**src/load_shift_pkg.sv**
```systemverilog
// shared constants and types of the load and shift block
package load_shift_pkg;

   // ==========================================================
   // register map (byte offsets in an 8-bit window)
   localparam logic [7:0] OFS_CTRL       = 8'h00;
   localparam logic [7:0] OFS_INSTR      = 8'h04;
   localparam logic [7:0] OFS_STATUS     = 8'h08;
   localparam logic [7:0] OFS_FLAGS      = 8'h0C;
   localparam logic [7:0] OFS_IRQ_STATUS = 8'h10;
   localparam logic [7:0] OFS_IRQ_CLEAR  = 8'h14;
   localparam logic [7:0] OFS_IRQ_ENABLE = 8'h18;
   localparam logic [7:0] OFS_FAULT_ADDR = 8'h1C;
   localparam logic [2:0] GPR_PAGE       = 3'h1;

   // ==========================================================
   // field positions
   localparam int CTRL_COND_BIT   = 0;
   localparam int STATUS_BUSY_BIT = 0;
   localparam int FLAG_LSB        = 28;
   localparam int FLAG_N          = 3;
   localparam int FLAG_Z          = 2;
   localparam int FLAG_C          = 1;
   localparam int IRQ_DONE        = 0;
   localparam int IRQ_FAULT       = 1;
   localparam int IRQ_UNDEF       = 2;
   localparam int IRQ_W           = 3;

   // ==========================================================
   // reset values
   localparam logic [3:0]       FLAGS_RESET  = 4'h0;
   localparam logic [IRQ_W-1:0] IRQ_EN_RESET = 3'h0;

   // ==========================================================
   // opcode patterns
   localparam logic [6:0] OPC_LOAD_HZ   = 7'h2D;
   localparam logic [6:0] OPC_LOAD_BS   = 7'h2B;
   localparam logic [6:0] OPC_LOAD_HS   = 7'h2F;
   localparam logic [4:0] OPC_LSL_IMM   = 5'h00;
   localparam logic [4:0] OPC_LSR_IMM   = 5'h01;
   localparam logic [9:0] OPC_LSL_REG   = 10'h102;
   localparam logic [9:0] OPC_LSR_REG   = 10'h103;
   localparam logic [7:0] SHIFT_BY_32   = 8'h20;

   // ==========================================================
   // memory access sizes
   localparam logic [1:0] SIZE_BYTE = 2'h0;
   localparam logic [1:0] SIZE_HALF = 2'h1;

   typedef enum logic [1:0] {ST_IDLE, ST_RD_FIRST, ST_RD_SECOND, ST_EXEC_MEM} state_t;

   typedef enum logic [3:0] {
      OP_NONE, OP_LD_HZ, OP_LD_BS, OP_LD_HS, OP_LSL_IMM, OP_LSR_IMM,
      OP_LSL_REG, OP_LSR_REG, OP_MOVE
   } op_t;

endpackage : load_shift_pkg

```
**src/load_shift_exec.sv**
```systemverilog
// load and shift execution behind an AHB-Lite register window
// ==========================================================
// Functional notes
// (RULE1) halfword load, zero-extended to target
// (RULE2) byte load, sign-extended to target
// (RULE3) halfword load, sign-extended to target
// (RULE4) address is base plus unshifted offset, no writeback
// (RULE5) immediate left shift, zeros in
// (RULE6) immediate left shift by zero is a move
// (RULE7) immediate right shift by 1 to 32, zeros in
// (RULE8) register-amount left shift, zeros in
// (RULE9) register-amount right shift, zeros in
// (RULE10) count is amount register bits 7:0, unsigned
// (RULE11) one field is operand and destination
// (RULE12) N bit 31, Z zero, C carry-out, V kept
// (RULE13) flags kept inside a conditional block; the code still updates N and Z for a move (left shift by zero)
// (RULE14) register left shift has top bits 0100000010
// (RULE15) count 32 or more gives zero; edge carry at 32
// (RULE16) load error: hard fault, target unwritten
// (RULE17) right shift amount zero means 32
//
// Local design decisions: the address map and the AHB-Lite slave port.
module load_shift_exec (
   // clock, reset, enable
   input  wire logic        clk,
   input  wire logic        resetn,
   input  wire logic        ce,
   // ahb-lite slave
   input  wire logic        hsel,
   input  wire logic [31:0] haddr,
   input  wire logic [1:0]  htrans,
   input  wire logic        hwrite,
   input  wire logic [2:0]  hsize,
   input  wire logic [31:0] hwdata,
   input  wire logic        hready,
   output logic      [31:0] hrdata,
   output logic             hreadyout,
   output logic             hresp,
   // data load port
   output logic             mem_req,
   output logic      [31:0] mem_addr,
   output logic      [1:0]  mem_size,
   input  wire logic [31:0] mem_rdata,
   input  wire logic        mem_ready,
   input  wire logic        mem_err,
   // events
   output logic             hard_fault_exception,
   output logic             irq
);

   // ==========================================================
   // bus slave
   logic        addr_phase;
   logic        wr_pend_q;
   logic [7:0]  wr_addr_q;
   logic        rd_pend_q;
   logic        rd_fin_q;
   logic [7:0]  rd_addr_q;
   logic [31:0] rd_mux;
   // hsize ignored: word transfers only
   assign addr_phase = hsel && htrans[1] && hready;
   // reads take two wait states so a write just before is always seen
   always_ff @(posedge clk) begin
      if (!resetn) begin
         wr_pend_q <= 1'b0;
         wr_addr_q <= 8'h00;
         rd_pend_q <= 1'b0;
         rd_fin_q  <= 1'b0;
         rd_addr_q <= 8'h00;
         hrdata    <= 32'h0;
         hreadyout <= 1'b1;
      end else if (ce) begin
         wr_pend_q <= addr_phase && hwrite;
         rd_pend_q <= addr_phase && !hwrite;
         rd_fin_q  <= rd_pend_q;
         if (addr_phase) begin
            wr_addr_q <= haddr[7:0];
            rd_addr_q <= haddr[7:0];
         end
         if (addr_phase && !hwrite) begin
            hreadyout <= 1'b0;
         end else if (rd_fin_q) begin
            hrdata    <= rd_mux;
            hreadyout <= 1'b1;
         end
      end
   end
   assign hresp = 1'b0;

   // ==========================================================
   // write decode
   logic       wr_ctrl;
   logic       wr_instr;
   logic       wr_flags;
   logic       wr_irq_clr;
   logic       wr_irq_en;
   logic       wr_gpr;
   logic       rd_is_gpr;
   assign wr_ctrl    = wr_pend_q && (wr_addr_q == load_shift_pkg::OFS_CTRL);
   assign wr_instr   = wr_pend_q && (wr_addr_q == load_shift_pkg::OFS_INSTR);
   assign wr_flags   = wr_pend_q && (wr_addr_q == load_shift_pkg::OFS_FLAGS);
   assign wr_irq_clr = wr_pend_q && (wr_addr_q == load_shift_pkg::OFS_IRQ_CLEAR);
   assign wr_irq_en  = wr_pend_q && (wr_addr_q == load_shift_pkg::OFS_IRQ_ENABLE);
   assign wr_gpr     = wr_pend_q && (wr_addr_q[7:5] == load_shift_pkg::GPR_PAGE);
   assign rd_is_gpr  = rd_addr_q[7:5] == load_shift_pkg::GPR_PAGE;

   // ==========================================================
   // control, flags and instruction registers
   logic                   cond_block_q;
   logic [3:0]             flags_q;
   logic [3:0]             flags_d;
   logic [15:0]            instr_q;
   load_shift_pkg::op_t    op_q;
   load_shift_pkg::op_t    op_in;
   load_shift_pkg::state_t state_q;
   logic [31:0]            opa_q;
   logic [31:0]            fault_addr_q;
   logic                   busy;
   logic                   issue;
   assign busy  = state_q != load_shift_pkg::ST_IDLE;
   assign issue = wr_instr && !busy;

   // ==========================================================
   // instruction decode
   always_comb begin
      if (hwdata[15:9] == load_shift_pkg::OPC_LOAD_HZ) begin
         op_in = load_shift_pkg::OP_LD_HZ;
      end else if (hwdata[15:9] == load_shift_pkg::OPC_LOAD_BS) begin
         op_in = load_shift_pkg::OP_LD_BS;
      end else if (hwdata[15:9] == load_shift_pkg::OPC_LOAD_HS) begin
         op_in = load_shift_pkg::OP_LD_HS;
      end else if (hwdata[15:11] == load_shift_pkg::OPC_LSL_IMM) begin
         op_in = (hwdata[10:6] == 5'h00) ? load_shift_pkg::OP_MOVE    // [RULE6]
                                         : load_shift_pkg::OP_LSL_IMM;
      end else if (hwdata[15:11] == load_shift_pkg::OPC_LSR_IMM) begin
         op_in = load_shift_pkg::OP_LSR_IMM;
      end else if (hwdata[15:6] == load_shift_pkg::OPC_LSL_REG) begin
         op_in = load_shift_pkg::OP_LSL_REG;                          // [RULE14]
      end else if (hwdata[15:6] == load_shift_pkg::OPC_LSR_REG) begin
         op_in = load_shift_pkg::OP_LSR_REG;
      end else begin
         op_in = load_shift_pkg::OP_NONE;
      end
   end

   // ==========================================================
   // operand fields
   logic        is_load;
   logic        is_reg_shift;
   logic        is_right;
   logic [2:0]  f_low;
   logic [2:0]  f_mid;
   logic [2:0]  f_high;
   logic [4:0]  f_amount;
   logic [2:0]  rf_raddr_a;
   logic [31:0] rf_rdata_a;
   logic [31:0] rf_rdata_b;
   assign f_low    = instr_q[2:0];
   assign f_mid    = instr_q[5:3];
   assign f_high   = instr_q[8:6];
   assign f_amount = instr_q[10:6];
   assign is_load      = (op_q == load_shift_pkg::OP_LD_HZ) ||
                         (op_q == load_shift_pkg::OP_LD_BS) ||
                         (op_q == load_shift_pkg::OP_LD_HS);
   assign is_reg_shift = (op_q == load_shift_pkg::OP_LSL_REG) ||
                         (op_q == load_shift_pkg::OP_LSR_REG);
   assign is_right     = (op_q == load_shift_pkg::OP_LSR_IMM) ||
                         (op_q == load_shift_pkg::OP_LSR_REG);
   // first read: base or operand; second: offset or count
   assign rf_raddr_a = (state_q == load_shift_pkg::ST_RD_FIRST) ?
                       (is_reg_shift ? f_low : f_mid) :                   // [RULE11]
                       (is_load ? f_high : f_mid);

   // ==========================================================
   // shifter
   logic [7:0]  shift_amount;
   logic [31:0] shift_result;
   logic        shift_carry;
   always_comb begin
      if (is_reg_shift) begin
         shift_amount = rf_rdata_a[7:0];                                  // [RULE10]
      end else if (op_q == load_shift_pkg::OP_LSR_IMM && f_amount == 5'h00) begin
         shift_amount = load_shift_pkg::SHIFT_BY_32;                      // [RULE17]
      end else if (op_q == load_shift_pkg::OP_MOVE) begin
         shift_amount = 8'h00;
      end else begin
         shift_amount = {3'h0, f_amount};                                 // [RULE5] [RULE7]
      end
   end

   shift_unit u_shift (
      .value     (opa_q),
      .amount    (shift_amount),
      .right     (is_right),                                              // [RULE8] [RULE9]
      .carry_in  (flags_q[load_shift_pkg::FLAG_C]),
      .result    (shift_result),
      .carry_out (shift_carry)
   );

   // ==========================================================
   // load data extension and register write-back
   logic        exec_cycle;
   logic        load_ok;
   logic        shift_wb;
   logic [31:0] load_data;
   logic        rf_we;
   logic [2:0]  rf_waddr;
   logic [31:0] rf_wdata;
   always_comb begin
      if (op_q == load_shift_pkg::OP_LD_BS) begin
         load_data = {{24{mem_rdata[7]}}, mem_rdata[7:0]};                // [RULE2]
      end else if (op_q == load_shift_pkg::OP_LD_HS) begin
         load_data = {{16{mem_rdata[15]}}, mem_rdata[15:0]};              // [RULE3]
      end else begin
         load_data = {16'h0, mem_rdata[15:0]};                            // [RULE1]
      end
   end

   assign exec_cycle = state_q == load_shift_pkg::ST_EXEC_MEM;
   assign load_ok    = exec_cycle && mem_req && mem_ready && !mem_err;    // [RULE16]
   assign shift_wb   = exec_cycle && !is_load;
   assign rf_we      = load_ok || shift_wb || (wr_gpr && !busy);
   assign rf_waddr   = busy ? f_low : wr_addr_q[4:2];
   assign rf_wdata   = load_ok ? load_data : (shift_wb ? shift_result : hwdata);
   reg_file #(.DEPTH(8), .WIDTH(32), .AW(3)) u_regs (
      .clk     (clk),
      .resetn  (resetn),
      .ce      (ce),
      .we      (rf_we),
      .waddr   (rf_waddr),
      .wdata   (rf_wdata),
      .raddr_a (rf_raddr_a),
      .rdata_a (rf_rdata_a),
      .raddr_b (rd_addr_q[4:2]),
      .rdata_b (rf_rdata_b)
   );

   // ==========================================================
   // flags
   always_comb begin
      flags_d = flags_q;
      if (shift_wb && op_q == load_shift_pkg::OP_MOVE) begin
         flags_d[load_shift_pkg::FLAG_N] = shift_result[31];
         flags_d[load_shift_pkg::FLAG_Z] = shift_result == 32'h0;
      end else if (shift_wb && !cond_block_q) begin                      // [RULE13]
         flags_d[load_shift_pkg::FLAG_N] = shift_result[31];              // [RULE12]
         flags_d[load_shift_pkg::FLAG_Z] = shift_result == 32'h0;
         flags_d[load_shift_pkg::FLAG_C] = shift_carry;
      end else if (wr_flags) begin
         flags_d = hwdata[load_shift_pkg::FLAG_LSB +: 4];
      end
   end

   // ==========================================================
   // sequencer
   always_ff @(posedge clk) begin
      if (!resetn) begin
         state_q      <= load_shift_pkg::ST_IDLE;
         op_q         <= load_shift_pkg::OP_NONE;
         instr_q      <= 16'h0;
         opa_q        <= 32'h0;
         mem_req      <= 1'b0;
         mem_addr     <= 32'h0;
         mem_size     <= load_shift_pkg::SIZE_BYTE;
         fault_addr_q <= 32'h0;
      end else if (ce) begin
         case (state_q)
            load_shift_pkg::ST_IDLE: begin
               if (issue && op_in != load_shift_pkg::OP_NONE) begin
                  instr_q <= hwdata[15:0];
                  op_q    <= op_in;
                  state_q <= load_shift_pkg::ST_RD_FIRST;
               end
            end
            load_shift_pkg::ST_RD_FIRST: begin
               state_q <= load_shift_pkg::ST_RD_SECOND;
            end
            load_shift_pkg::ST_RD_SECOND: begin
               opa_q   <= rf_rdata_a;
               state_q <= load_shift_pkg::ST_EXEC_MEM;
            end
            load_shift_pkg::ST_EXEC_MEM: begin
               if (!is_load) begin
                  state_q <= load_shift_pkg::ST_IDLE;
               end else if (!mem_req) begin
                  mem_addr <= opa_q + rf_rdata_a;                         // [RULE4]
                  mem_size <= (op_q == load_shift_pkg::OP_LD_BS) ?
                              load_shift_pkg::SIZE_BYTE : load_shift_pkg::SIZE_HALF;
                  mem_req  <= 1'b1;
               end else if (mem_ready) begin
                  mem_req <= 1'b0;
                  state_q <= load_shift_pkg::ST_IDLE;
                  if (mem_err) begin
                     fault_addr_q <= mem_addr;                            // [RULE16]
                  end
               end
            end
            default: begin
               state_q <= load_shift_pkg::ST_IDLE;
            end
         endcase
      end
   end

   // ==========================================================
   // events and interrupt
   logic [load_shift_pkg::IRQ_W-1:0] irq_evt;
   logic [load_shift_pkg::IRQ_W-1:0] irq_clr;
   logic [load_shift_pkg::IRQ_W-1:0] irq_stat_q;
   logic [load_shift_pkg::IRQ_W-1:0] irq_stat_d;
   logic [load_shift_pkg::IRQ_W-1:0] irq_en_q;
   logic                             fault_evt;
   assign fault_evt = exec_cycle && mem_req && mem_ready && mem_err;      // [RULE16]
   assign irq_evt[load_shift_pkg::IRQ_DONE]  = load_ok || shift_wb;
   assign irq_evt[load_shift_pkg::IRQ_FAULT] = fault_evt;
   assign irq_evt[load_shift_pkg::IRQ_UNDEF] = issue && op_in == load_shift_pkg::OP_NONE;
   assign irq_clr    = wr_irq_clr ? hwdata[load_shift_pkg::IRQ_W-1:0] : '0;
   // an event wins over a same-cycle clear
   assign irq_stat_d = (irq_stat_q & ~irq_clr) | irq_evt;
   always_ff @(posedge clk) begin
      if (!resetn) begin
         cond_block_q         <= 1'b0;
         flags_q              <= load_shift_pkg::FLAGS_RESET;
         irq_stat_q           <= '0;
         irq_en_q             <= load_shift_pkg::IRQ_EN_RESET;
         hard_fault_exception <= 1'b0;
         irq                  <= 1'b0;
      end else if (ce) begin
         if (wr_ctrl) begin
            cond_block_q <= hwdata[load_shift_pkg::CTRL_COND_BIT];
         end
         if (wr_irq_en) begin
            irq_en_q <= hwdata[load_shift_pkg::IRQ_W-1:0];
         end
         flags_q              <= flags_d;
         irq_stat_q           <= irq_stat_d;
         hard_fault_exception <= fault_evt;
         irq <= |(irq_stat_d & (wr_irq_en ? hwdata[load_shift_pkg::IRQ_W-1:0] : irq_en_q));
      end
   end

   // ==========================================================
   // read mux
   always_comb begin
      if (rd_addr_q == load_shift_pkg::OFS_CTRL) begin
         rd_mux = {31'h0, cond_block_q};
      end else if (rd_addr_q == load_shift_pkg::OFS_INSTR) begin
         rd_mux = {16'h0, instr_q};
      end else if (rd_addr_q == load_shift_pkg::OFS_STATUS) begin
         rd_mux = {31'h0, busy};
      end else if (rd_addr_q == load_shift_pkg::OFS_FLAGS) begin
         rd_mux = {flags_q, 28'h0};
      end else if (rd_addr_q == load_shift_pkg::OFS_IRQ_STATUS) begin
         rd_mux = {29'h0, irq_stat_q};
      end else if (rd_addr_q == load_shift_pkg::OFS_IRQ_ENABLE) begin
         rd_mux = {29'h0, irq_en_q};
      end else if (rd_addr_q == load_shift_pkg::OFS_FAULT_ADDR) begin
         rd_mux = fault_addr_q;
      end else if (rd_is_gpr) begin
         rd_mux = rf_rdata_b;
      end else begin
         rd_mux = 32'h0;
      end
   end

endmodule : load_shift_exec

```
**src/reg_file.sv**
```systemverilog
// general register file: one write port, two registered read ports
module reg_file #(
   parameter int DEPTH = 8,
   parameter int WIDTH = 32,
   parameter int AW    = 3
) (
   // clock and reset
   input  wire logic             clk,
   input  wire logic             resetn,
   input  wire logic             ce,
   // write port
   input  wire logic             we,
   input  wire logic [AW-1:0]    waddr,
   input  wire logic [WIDTH-1:0] wdata,
   // read ports
   input  wire logic [AW-1:0]    raddr_a,
   output logic      [WIDTH-1:0] rdata_a,
   input  wire logic [AW-1:0]    raddr_b,
   output logic      [WIDTH-1:0] rdata_b
);

   logic [WIDTH-1:0] mem_q [DEPTH];

   always_ff @(posedge clk) begin
      if (ce && we) begin
         mem_q[waddr] <= wdata;
      end
   end

   // reads see the value before a write on the same edge
   always_ff @(posedge clk) begin
      if (!resetn) begin
         rdata_a <= '0;
         rdata_b <= '0;
      end else if (ce) begin
         rdata_a <= mem_q[raddr_a];
         rdata_b <= mem_q[raddr_b];
      end
   end

endmodule : reg_file

```
**src/shift_unit.sv**
```systemverilog
// logical shifter with carry-out for left and right shifts by 0 to 255
module shift_unit (
   // operand and count
   input  wire logic [31:0] value,
   input  wire logic [7:0]  amount,
   input  wire logic        right,
   input  wire logic        carry_in,
   // result
   output logic      [31:0] result,
   output logic             carry_out
);

   logic [63:0] left_wide;
   logic [32:0] right_wide;
   logic        beyond;

   // the extra bit on each side catches the last bit shifted out
   assign left_wide  = {32'h0, value} << amount;
   assign right_wide = {value, 1'b0} >> amount;
   assign beyond     = amount > load_shift_pkg::SHIFT_BY_32;

   assign result    = beyond ? 32'h0 :
                      (right ? right_wide[32:1] : left_wide[31:0]);           // [RULE15]
   assign carry_out = (amount == 8'h00) ? carry_in :
                      beyond ? 1'b0 :
                      (right ? right_wide[0] : left_wide[32]);                // [RULE15]

endmodule : shift_unit
```
**config.mk**
```make
export PLATFORM = sky130hd
export DESIGN_NAME = load_shift_exec
export DESIGN_NICKNAME = d
export VERILOG_FILES = /design/src/load_shift_pkg.sv /design/src/load_shift_exec.sv /design/src/reg_file.sv /design/src/shift_unit.sv
export SDC_FILE = /design/constraint.sdc
export NUM_CORES = 1
export LEC_CHECK = 0
export ABC_AREA = 1
export BUFFER_PORTS_ARGS = -buffer_cell sky130_fd_sc_hd__buf_2
export CAP_MARGIN = 20
export CORE_AREA = 2 2 206 309
export DETAILED_ROUTE_END_ITERATION = 10
export DIE_AREA = 0 0 208 311
export HOLD_SLACK_MARGIN = 0.15
export PLACE_DENSITY_LB_ADDON = 0.15
export SYNTH_ARGS = -nofsm -noshare
export SYNTH_HDL_FRONTEND = slang
export SYNTH_SLANG_ARGS = --single-unit
```
**constraint.sdc**
```tcl
create_clock -name clk -period 5.7 [get_ports clk]
set_input_delay 0 -clock clk [delete_from_list [all_inputs] [get_ports clk]]
set_output_delay 0 -clock clk [all_outputs]
set_load 0.05 [all_outputs]
```
==> metrics, run 1 <==
Std-Cell Rows=112; synth top area cells=edfxtp_1 28%, dfxtp_1 17%, nand2_1 9.9%; Port Buffers=133; final worst setup slack=1520 ps; Cell Area, Synth=27600 µm²; Via density=5.98; Setup Skew=24.4 ps; main combinational cell family by area after synthesis=simple AND/OR/NAND/NOR gates; Final Hold Fails=0; cts repair resizes=0; dpl ws=1710 ps; leakage=12.7 nW; Setup CP Type=flip-flop to flip-flop; Fmax achieved=239 MHz; Top delay family on crit path=simple AND/OR/NAND/NOR gates; Via Count=27076; power per standard cell area=252 nW/µm²; CP peak stage delay=850 ps; compound-gate portion of the synthesized area=0.207; Critical Path Start=op_q[2]$_SDFFE_PN0P_; Crit path top cell by count=nand2_1; worst hold-check path type=input port to flip-flop; Post-CTS Setup Repair Bufs=0; worst-path maximum fanout=33; Root Driver=clkbuf_16; post-DR wirelength/cell=24.2 µm; Critical Path RT=5950 ps; max-slew violations=0; crit-path cells=nand3_4 -> nand2_1 -> nor2_1 -> nor2_4 -> buf_4 -> nand3_1 -> nand3_1 -> nand2_1 -> nand2_1 -> nand3_1 -> a21oi_1 -> nand2_1 -> o211ai_1; Final Wtd Congestion=1.01; max_cap viols=0; async set or reset register ratio after synthesis=0; register area share after synthesis=0.454; DP Wirelength=77.4 mm; crit path buf inv count=1; CTS buffer count=48; Die Width=208 µm; dpl cell area=29000 µm²; critical path endpoint=u_regs.mem_q[0][17]$_DFFE_PP_; total power=0.00794 W; fin nets=3830; first-pass GRT wire length=159 mm; setup_tns=0 ps; CTS tree=built; R2R Path End=u_regs.mem_q[0][17]$_DFFE_PP_; #FFs+latches synth=497; I/O pins=180; clk slew on worst S/H paths=70 ps; Bufs on Longest Clock Path=3; R2R depth=13; leading area contributor after synthesis=edfxtp_1; XOR/XNOR share of the synthesized area=0.00476; critical path's slowest cell=o211ai_1; total wire length=109 mm; number of global-route vias before repair=25251; Levels on crit path=13; Data arrival, critical path=4430 ps; Post-synth EDFFs=256; min Tclk post-route=4180 ps; flop-to-flop setup slack=1520 ps; mean area per synthesized cell=7.69 µm²; drt initial violations=2543; initial core utilization=0.445; core area=61900 µm²; grt ovf=0; Rel. slew slack=0.248; Post-Synthesis Cells=3586; status=complete, no violations; Synth Area in Simple Gates=0.239; number of fillers in the final layout=6130; Tcrit/Tclk final=0.733; mux contribution to synthesized area=0.00508; Final Setup Violations=0; Worst Tran Pin Value=1130 ps; post-route cell area=31400 µm²; YS warnings=0; Post-Synth Adder-Cell Area=0.0166; area delta synth->final=14.0%; CTS H-Tree Depth=2; Worst-Skew Late Latency=620 ps; prevailing post-synth register cell=edfxtp_1; largest net degree at the start of global routing=183; layout cell share with drive strength beyond 1=0.0889; first-pass detailed-route iteration total=7; GRT Total Usage=0.327; clk sinks=497; Max VDD drop=0.000186 V; DR DRC count=0; worst reg2reg path startpoint=op_q[2]$_SDFFE_PN0P_; ANT nets after route=0; Synth top area share=0.279; RSZ-0062 raised after global routing=false; CP Capture Type=flip-flop; initial antenna violation count=2; DIE AREA=64700 µm²; Netlist cell types=56; Setup crit start kind=flip-flop; Die Y=311 µm
[worst reg2reg max path: cells and delay by family, from the launching register on]
family          cells  cell delay [ps]
flops               1              480
simple gates       10             1780
buf+inv             1              460
compound gates      2             1080
[sequential cells by signal, indices dropped and copies added, names as in the netlist]
signal / cells
cond_block_q: 1
fault_addr_q: 32
flags_q: 4
hard_fault_exception: 1
hrdata: 32
hreadyout: 1
instr_q: 16
irq: 1
irq_en_q: 3
irq_stat_q: 3
mem_addr: 32
mem_req: 1
mem_size: 1
op_q: 4
opa_q: 32
rd_addr_q: 8
rd_fin_q: 1
rd_pend_q: 1
state_q: 2
u_regs.mem_q: 256
u_regs.rdata_a: 32
u_regs.rdata_b: 32
wr_pend_q: 1
[through the flow]
stage | util | hold slack, ps | instances
after global routing | 0.508 | 218 | 4522
after CTS | 0.507 | 172 | 4521
final | 0.508 | 225 | 4524
after global placement | 0.468 | 228 | 4353
after detailed placement | 0.468 | 231 | 4353
after floorplan | - | 135 | 3587
[logic make-up (layout without fill, tap and decap cells)]
logic type	after synthesis	in the layout
other	1	4
DFF	497	497
xor gates and xnor gates	15	15
and+or+nand+nor	1575	1575
adders and majority gates	36	36
muxes	14	14
AOI/OAI and AO/OA	942	942
buffers and inverters	506	643
[worst min path at each step]
stage	start	to	slack, ps	cells after the start
floorplan	haddr[0]	rd_addr_q[0]$_SDFFE_PN0P_	130	2
global placement	haddr[7]	rd_addr_q[7]$_SDFFE_PN0P_	230	3
detailed placement	haddr[7]	rd_addr_q[7]$_SDFFE_PN0P_	230	3
CTS	mem_rdata[13]	u_regs.mem_q[6][13]$_DFFE_PP_	170	4
global route	hwdata[19]	u_regs.mem_q[7][19]$_DFFE_PP_	220	3
finish	mem_rdata[13]	u_regs.mem_q[6][13]$_DFFE_PP_	220	4
[power breakdown]
group	total [W]	internal, W	switching, W
Combinational	0.000693	0.000224	0.000469
Clock	0.00336	0.00192	0.00144
Sequential	0.00388	0.00381	0.0000728
Total	0.00794	0.00595	0.00198
[cell usage in the layout, fill, tap and decap left out, drive strengths merged, types with 14 or more instances in the layout]
| master | count |
|---|---|
| clkinv | 15 |
| a32o | 18 |
| a22oi | 94 |
| dlygate4sd3 | 79 |
| ha | 35 |
| o211ai | 105 |
| a21oi | 322 |
| o21ai | 287 |
| clkbuf | 72 |
| buf | 208 |
| inv | 263 |
| edfxtp | 256 |
| nand3 | 440 |
| o311ai | 50 |
| dfxtp | 241 |
| mux2i | 14 |
| nand2 | 728 |
| nor3 | 21 |
| nor2 | 364 |
[layout make-up]
class,instances,area [µm²],share of cell area
Timing Repair Buffer,287,2060,0.0654
Antenna cell,2,5.00,0.000159
Tap cell,798,998,0.0318
Multi-Input combinational cell,2584,13200,0.420
Clock inverter,17,229,0.00728
Inverter,267,1000,0.0319
Clock buffer,72,1420,0.0452
Sequential cell,497,12500,0.398
[metal layers]
| metal | vias up | wire length [µm] | GRT usage |
|---|---|---|---|
| met5 | - | 13 | 0 |
| met4 | 2 | 8920 | 0.228 |
| met3 | 361 | 7230 | 0.0467 |
| met2 | 1182 | 52800 | 0.555 |
| met1 | 12793 | 40300 | 0.379 |
| li1 | 12738 | - | - |
[timing repair]
item	CTS	global route
setup endpoints to repair	0	0
hold buffers	79	0
endpoints found under the hold margin	417	0
[synth_stat cells, drive strengths merged, types with 4 or more instances]
cell    instances
nand2         728
nand3         440
nor2          364
a21oi         322
o21ai         287
inv           261
edfxtp        256
dfxtp         241
clkbuf        157
o211ai        105
a22oi          94
buf            82
o311ai         50
ha             35
nor3           21
a32o           18
mux2i          14
nand4          11
o221ai         11
a31oi          10
a221o           8
xor2            8
xnor2           7
a221oi          6
clkinv          6
a211oi          4
a21boi          4
o21bai          4
(Power assumes the default switching activity.)
==> run 2: changes to the inputs <==
==> constraint.sdc (replaced) <==
create_clock -name clk -period 3.9 [get_ports clk]
set_input_delay 0 -clock clk [delete_from_list [all_inputs] [get_ports clk]]
set_output_delay 0 -clock clk [all_outputs]
set_load 0.05 [all_outputs]
==> run 2 against run 1 <==
Against the previous run: sequential share of layout area decreased by 0.48 points; wire length is 0.55% lower; sequential cell count unchanged; final area grew 1.2%; largest cell class unchanged; register-to-register slack worse by 1300 ps; clock-buffer cell count fell by 9.
==> metrics, run 2 (synthesized netlist as in run 1, its figures left out) <==
Setup crit start kind=flip-flop; # diodes=0; Root Driver=clkbuf_16; Setup CP Type=flip-flop to flip-flop; number of global-route vias before repair=25621; DIE AREA=64700 µm²; Largest register FFs=256; ANT nets after route=0; DP Cell Count=4381; CP Capture Type=flip-flop; post-DR wirelength/cell=23.8 µm; layout cell share with drive strength beyond 1=0.0978; max_cap viols=0; drt initial violations=2917; largest net degree at the start of global routing=76; total wire length=109 mm; grt ovf=0; Levels on crit path=18; Via density=5.96; Data arrival, critical path=4250 ps; Final Non-Filler Cells=4560; max-slew violations=0; Final Hold Fails=0; Critical Path Start=op_q[1]$_SDFFE_PN0P_; RSZ-0062 raised after global routing=false; Rel. slew slack=0.308; critical path endpoint=flags_q[2]$_SDFFE_PN0P_; most common cell after layout, fill and taps aside=nand2_1; critical path's slowest cell=dlygate4sd3_1; CTS buffer count=49; core area=61900 µm²; crit path buf inv count=2; status=complete, no violations; CP peak stage delay=570 ps; fin nets=3866; min Tclk post-route=3700 ps; most frequent cells in the layout=726 x nand2_1, 437 x nand3_1, 342 x nor2_1; crit-path cells=nor2_1 -> nand2_1 -> nand3_1 -> o21ai_4 -> buf_4 -> nand3_1 -> nand2_1 -> nand2_1 -> nand3_1 -> nand3_1 -> nand2_1 -> nand2_1 -> nor2_1 -> nand3_1 -> nor2_1 -> nand2_1 -> a21oi_1 -> dlygate4sd3_1; Std-Cell Rows=112; GRT Total Usage=0.326; setup_tns=0 ps; Port Buffers=133; Post-Route Utilization=0.514; clk sinks=497; first-pass GRT wire length=160 mm; Via Count=27155; CTS H-Tree Depth=2; Tcrit/Tclk final=0.949; I/O pins=180; DR DRC count=0; Final Setup Violations=0; Fmax achieved=270 MHz; Top delay family on crit path=simple AND/OR/NAND/NOR gates; Worst Tran Pin Value=1040 ps; area delta synth->final=15.4%; flop-to-flop setup slack=200 ps; Final Wtd Congestion=0.994; dpl cell area=29300 µm²; DP Wirelength=77.4 mm; worst-path maximum fanout=56; leakage=12.9 nW; Setup Skew=25.9 ps; Bufs on Longest Clock Path=3; first-pass detailed-route iteration total=7; Worst-Skew Late Latency=620 ps; Crit path top cell by count=nand2_1; R2R Path End=flags_q[2]$_SDFFE_PN0P_; Critical Path RT=4440 ps; Die Y=311 µm; power per standard cell area=362 nW/µm²; R2R depth=18; worst hold-check path type=input port to flip-flop; Die Width=208 µm; post-route cell area=31800 µm²; worst reg2reg path startpoint=op_q[1]$_SDFFE_PN0P_; CTS tree=built; clk slew on worst S/H paths=70 ps; initial core utilization=0.445; initial antenna violation count=2; Max VDD drop=0.000337 V; Largest Register=u_regs.mem_q
[run 2: metrics by stage]
stage | hold slack (ps) | power [W] | worst slack [ps]
2_1_floorplan | 135 | 0.00632 | 612
3_3_place_gp | 231 | 0.00673 | 723
3_5_place_dp | 236 | 0.00673 | 702
4_1_cts | 257 | 0.0115 | 203
5_1_grt | 299 | 0.0118 | 20.3
6_report | 286 | 0.0115 | 199
[run 2: cell type report]
| class | instances | area [µm²] |
|---|---|---|
| Inverter | 267 | 1000 |
| Multi-Input combinational cell | 2584 | 13200 |
| Clock buffer | 63 | 1380 |
| Clock inverter | 29 | 240 |
| Sequential cell | 497 | 12500 |
| Tap cell | 798 | 998 |
| Fill cell | 6130 | 30100 |
| Timing Repair Buffer | 322 | 2470 |
[run 2: worst min path at each step]
stage	cells after the start	from	end	slack (ps)
after CTS	5	hwrite	rd_pend_q$_SDFFE_PN0P_	260
after detailed placement	3	haddr[1]	rd_addr_q[1]$_SDFFE_PN0P_	240
final	5	hwrite	rd_pend_q$_SDFFE_PN0P_	290
after global routing	4	haddr[4]	rd_addr_q[4]$_SDFFE_PN0P_	300
after floorplan	2	haddr[0]	rd_addr_q[0]$_SDFFE_PN0P_	130
after global placement	3	haddr[7]	rd_addr_q[7]$_SDFFE_PN0P_	230
[run 2: power by group]
part	internal, W	total, W	switching [W]
registers	0.00557	0.00564	0.0000738
logic	0.000345	0.00106	0.000718
clock network	0.00266	0.00481	0.00215
[run 2: metal layers]
metal | GRT usage | routed length (µm) | part of all wire | vias to the layer above
li1 | - | - | - | 12814
met1 | 0.380 | 40400 | 0.37 | 12829
met2 | 0.562 | 53300 | 0.49 | 1170
met3 | 0.0435 | 7170 | 0.066 | 338
met4 | 0.210 | 7860 | 0.072 | 4
met5 | 0 | 31 | 0.00029 | -
[run 2: timing repair]
item                                    CTS  global route
setup buffers                             0             4
endpoints found under the hold margin   368             0
gates resized for setup                   0             6
hold buffers                             83             0
endpoints found under the setup margin    0             1
[run 2: worst min-delay path: stages]
cell	delay, ps
dlygate4sd3_1	530
buf_2	120
inv_1	60
nand2_1	80
a21oi_1	60
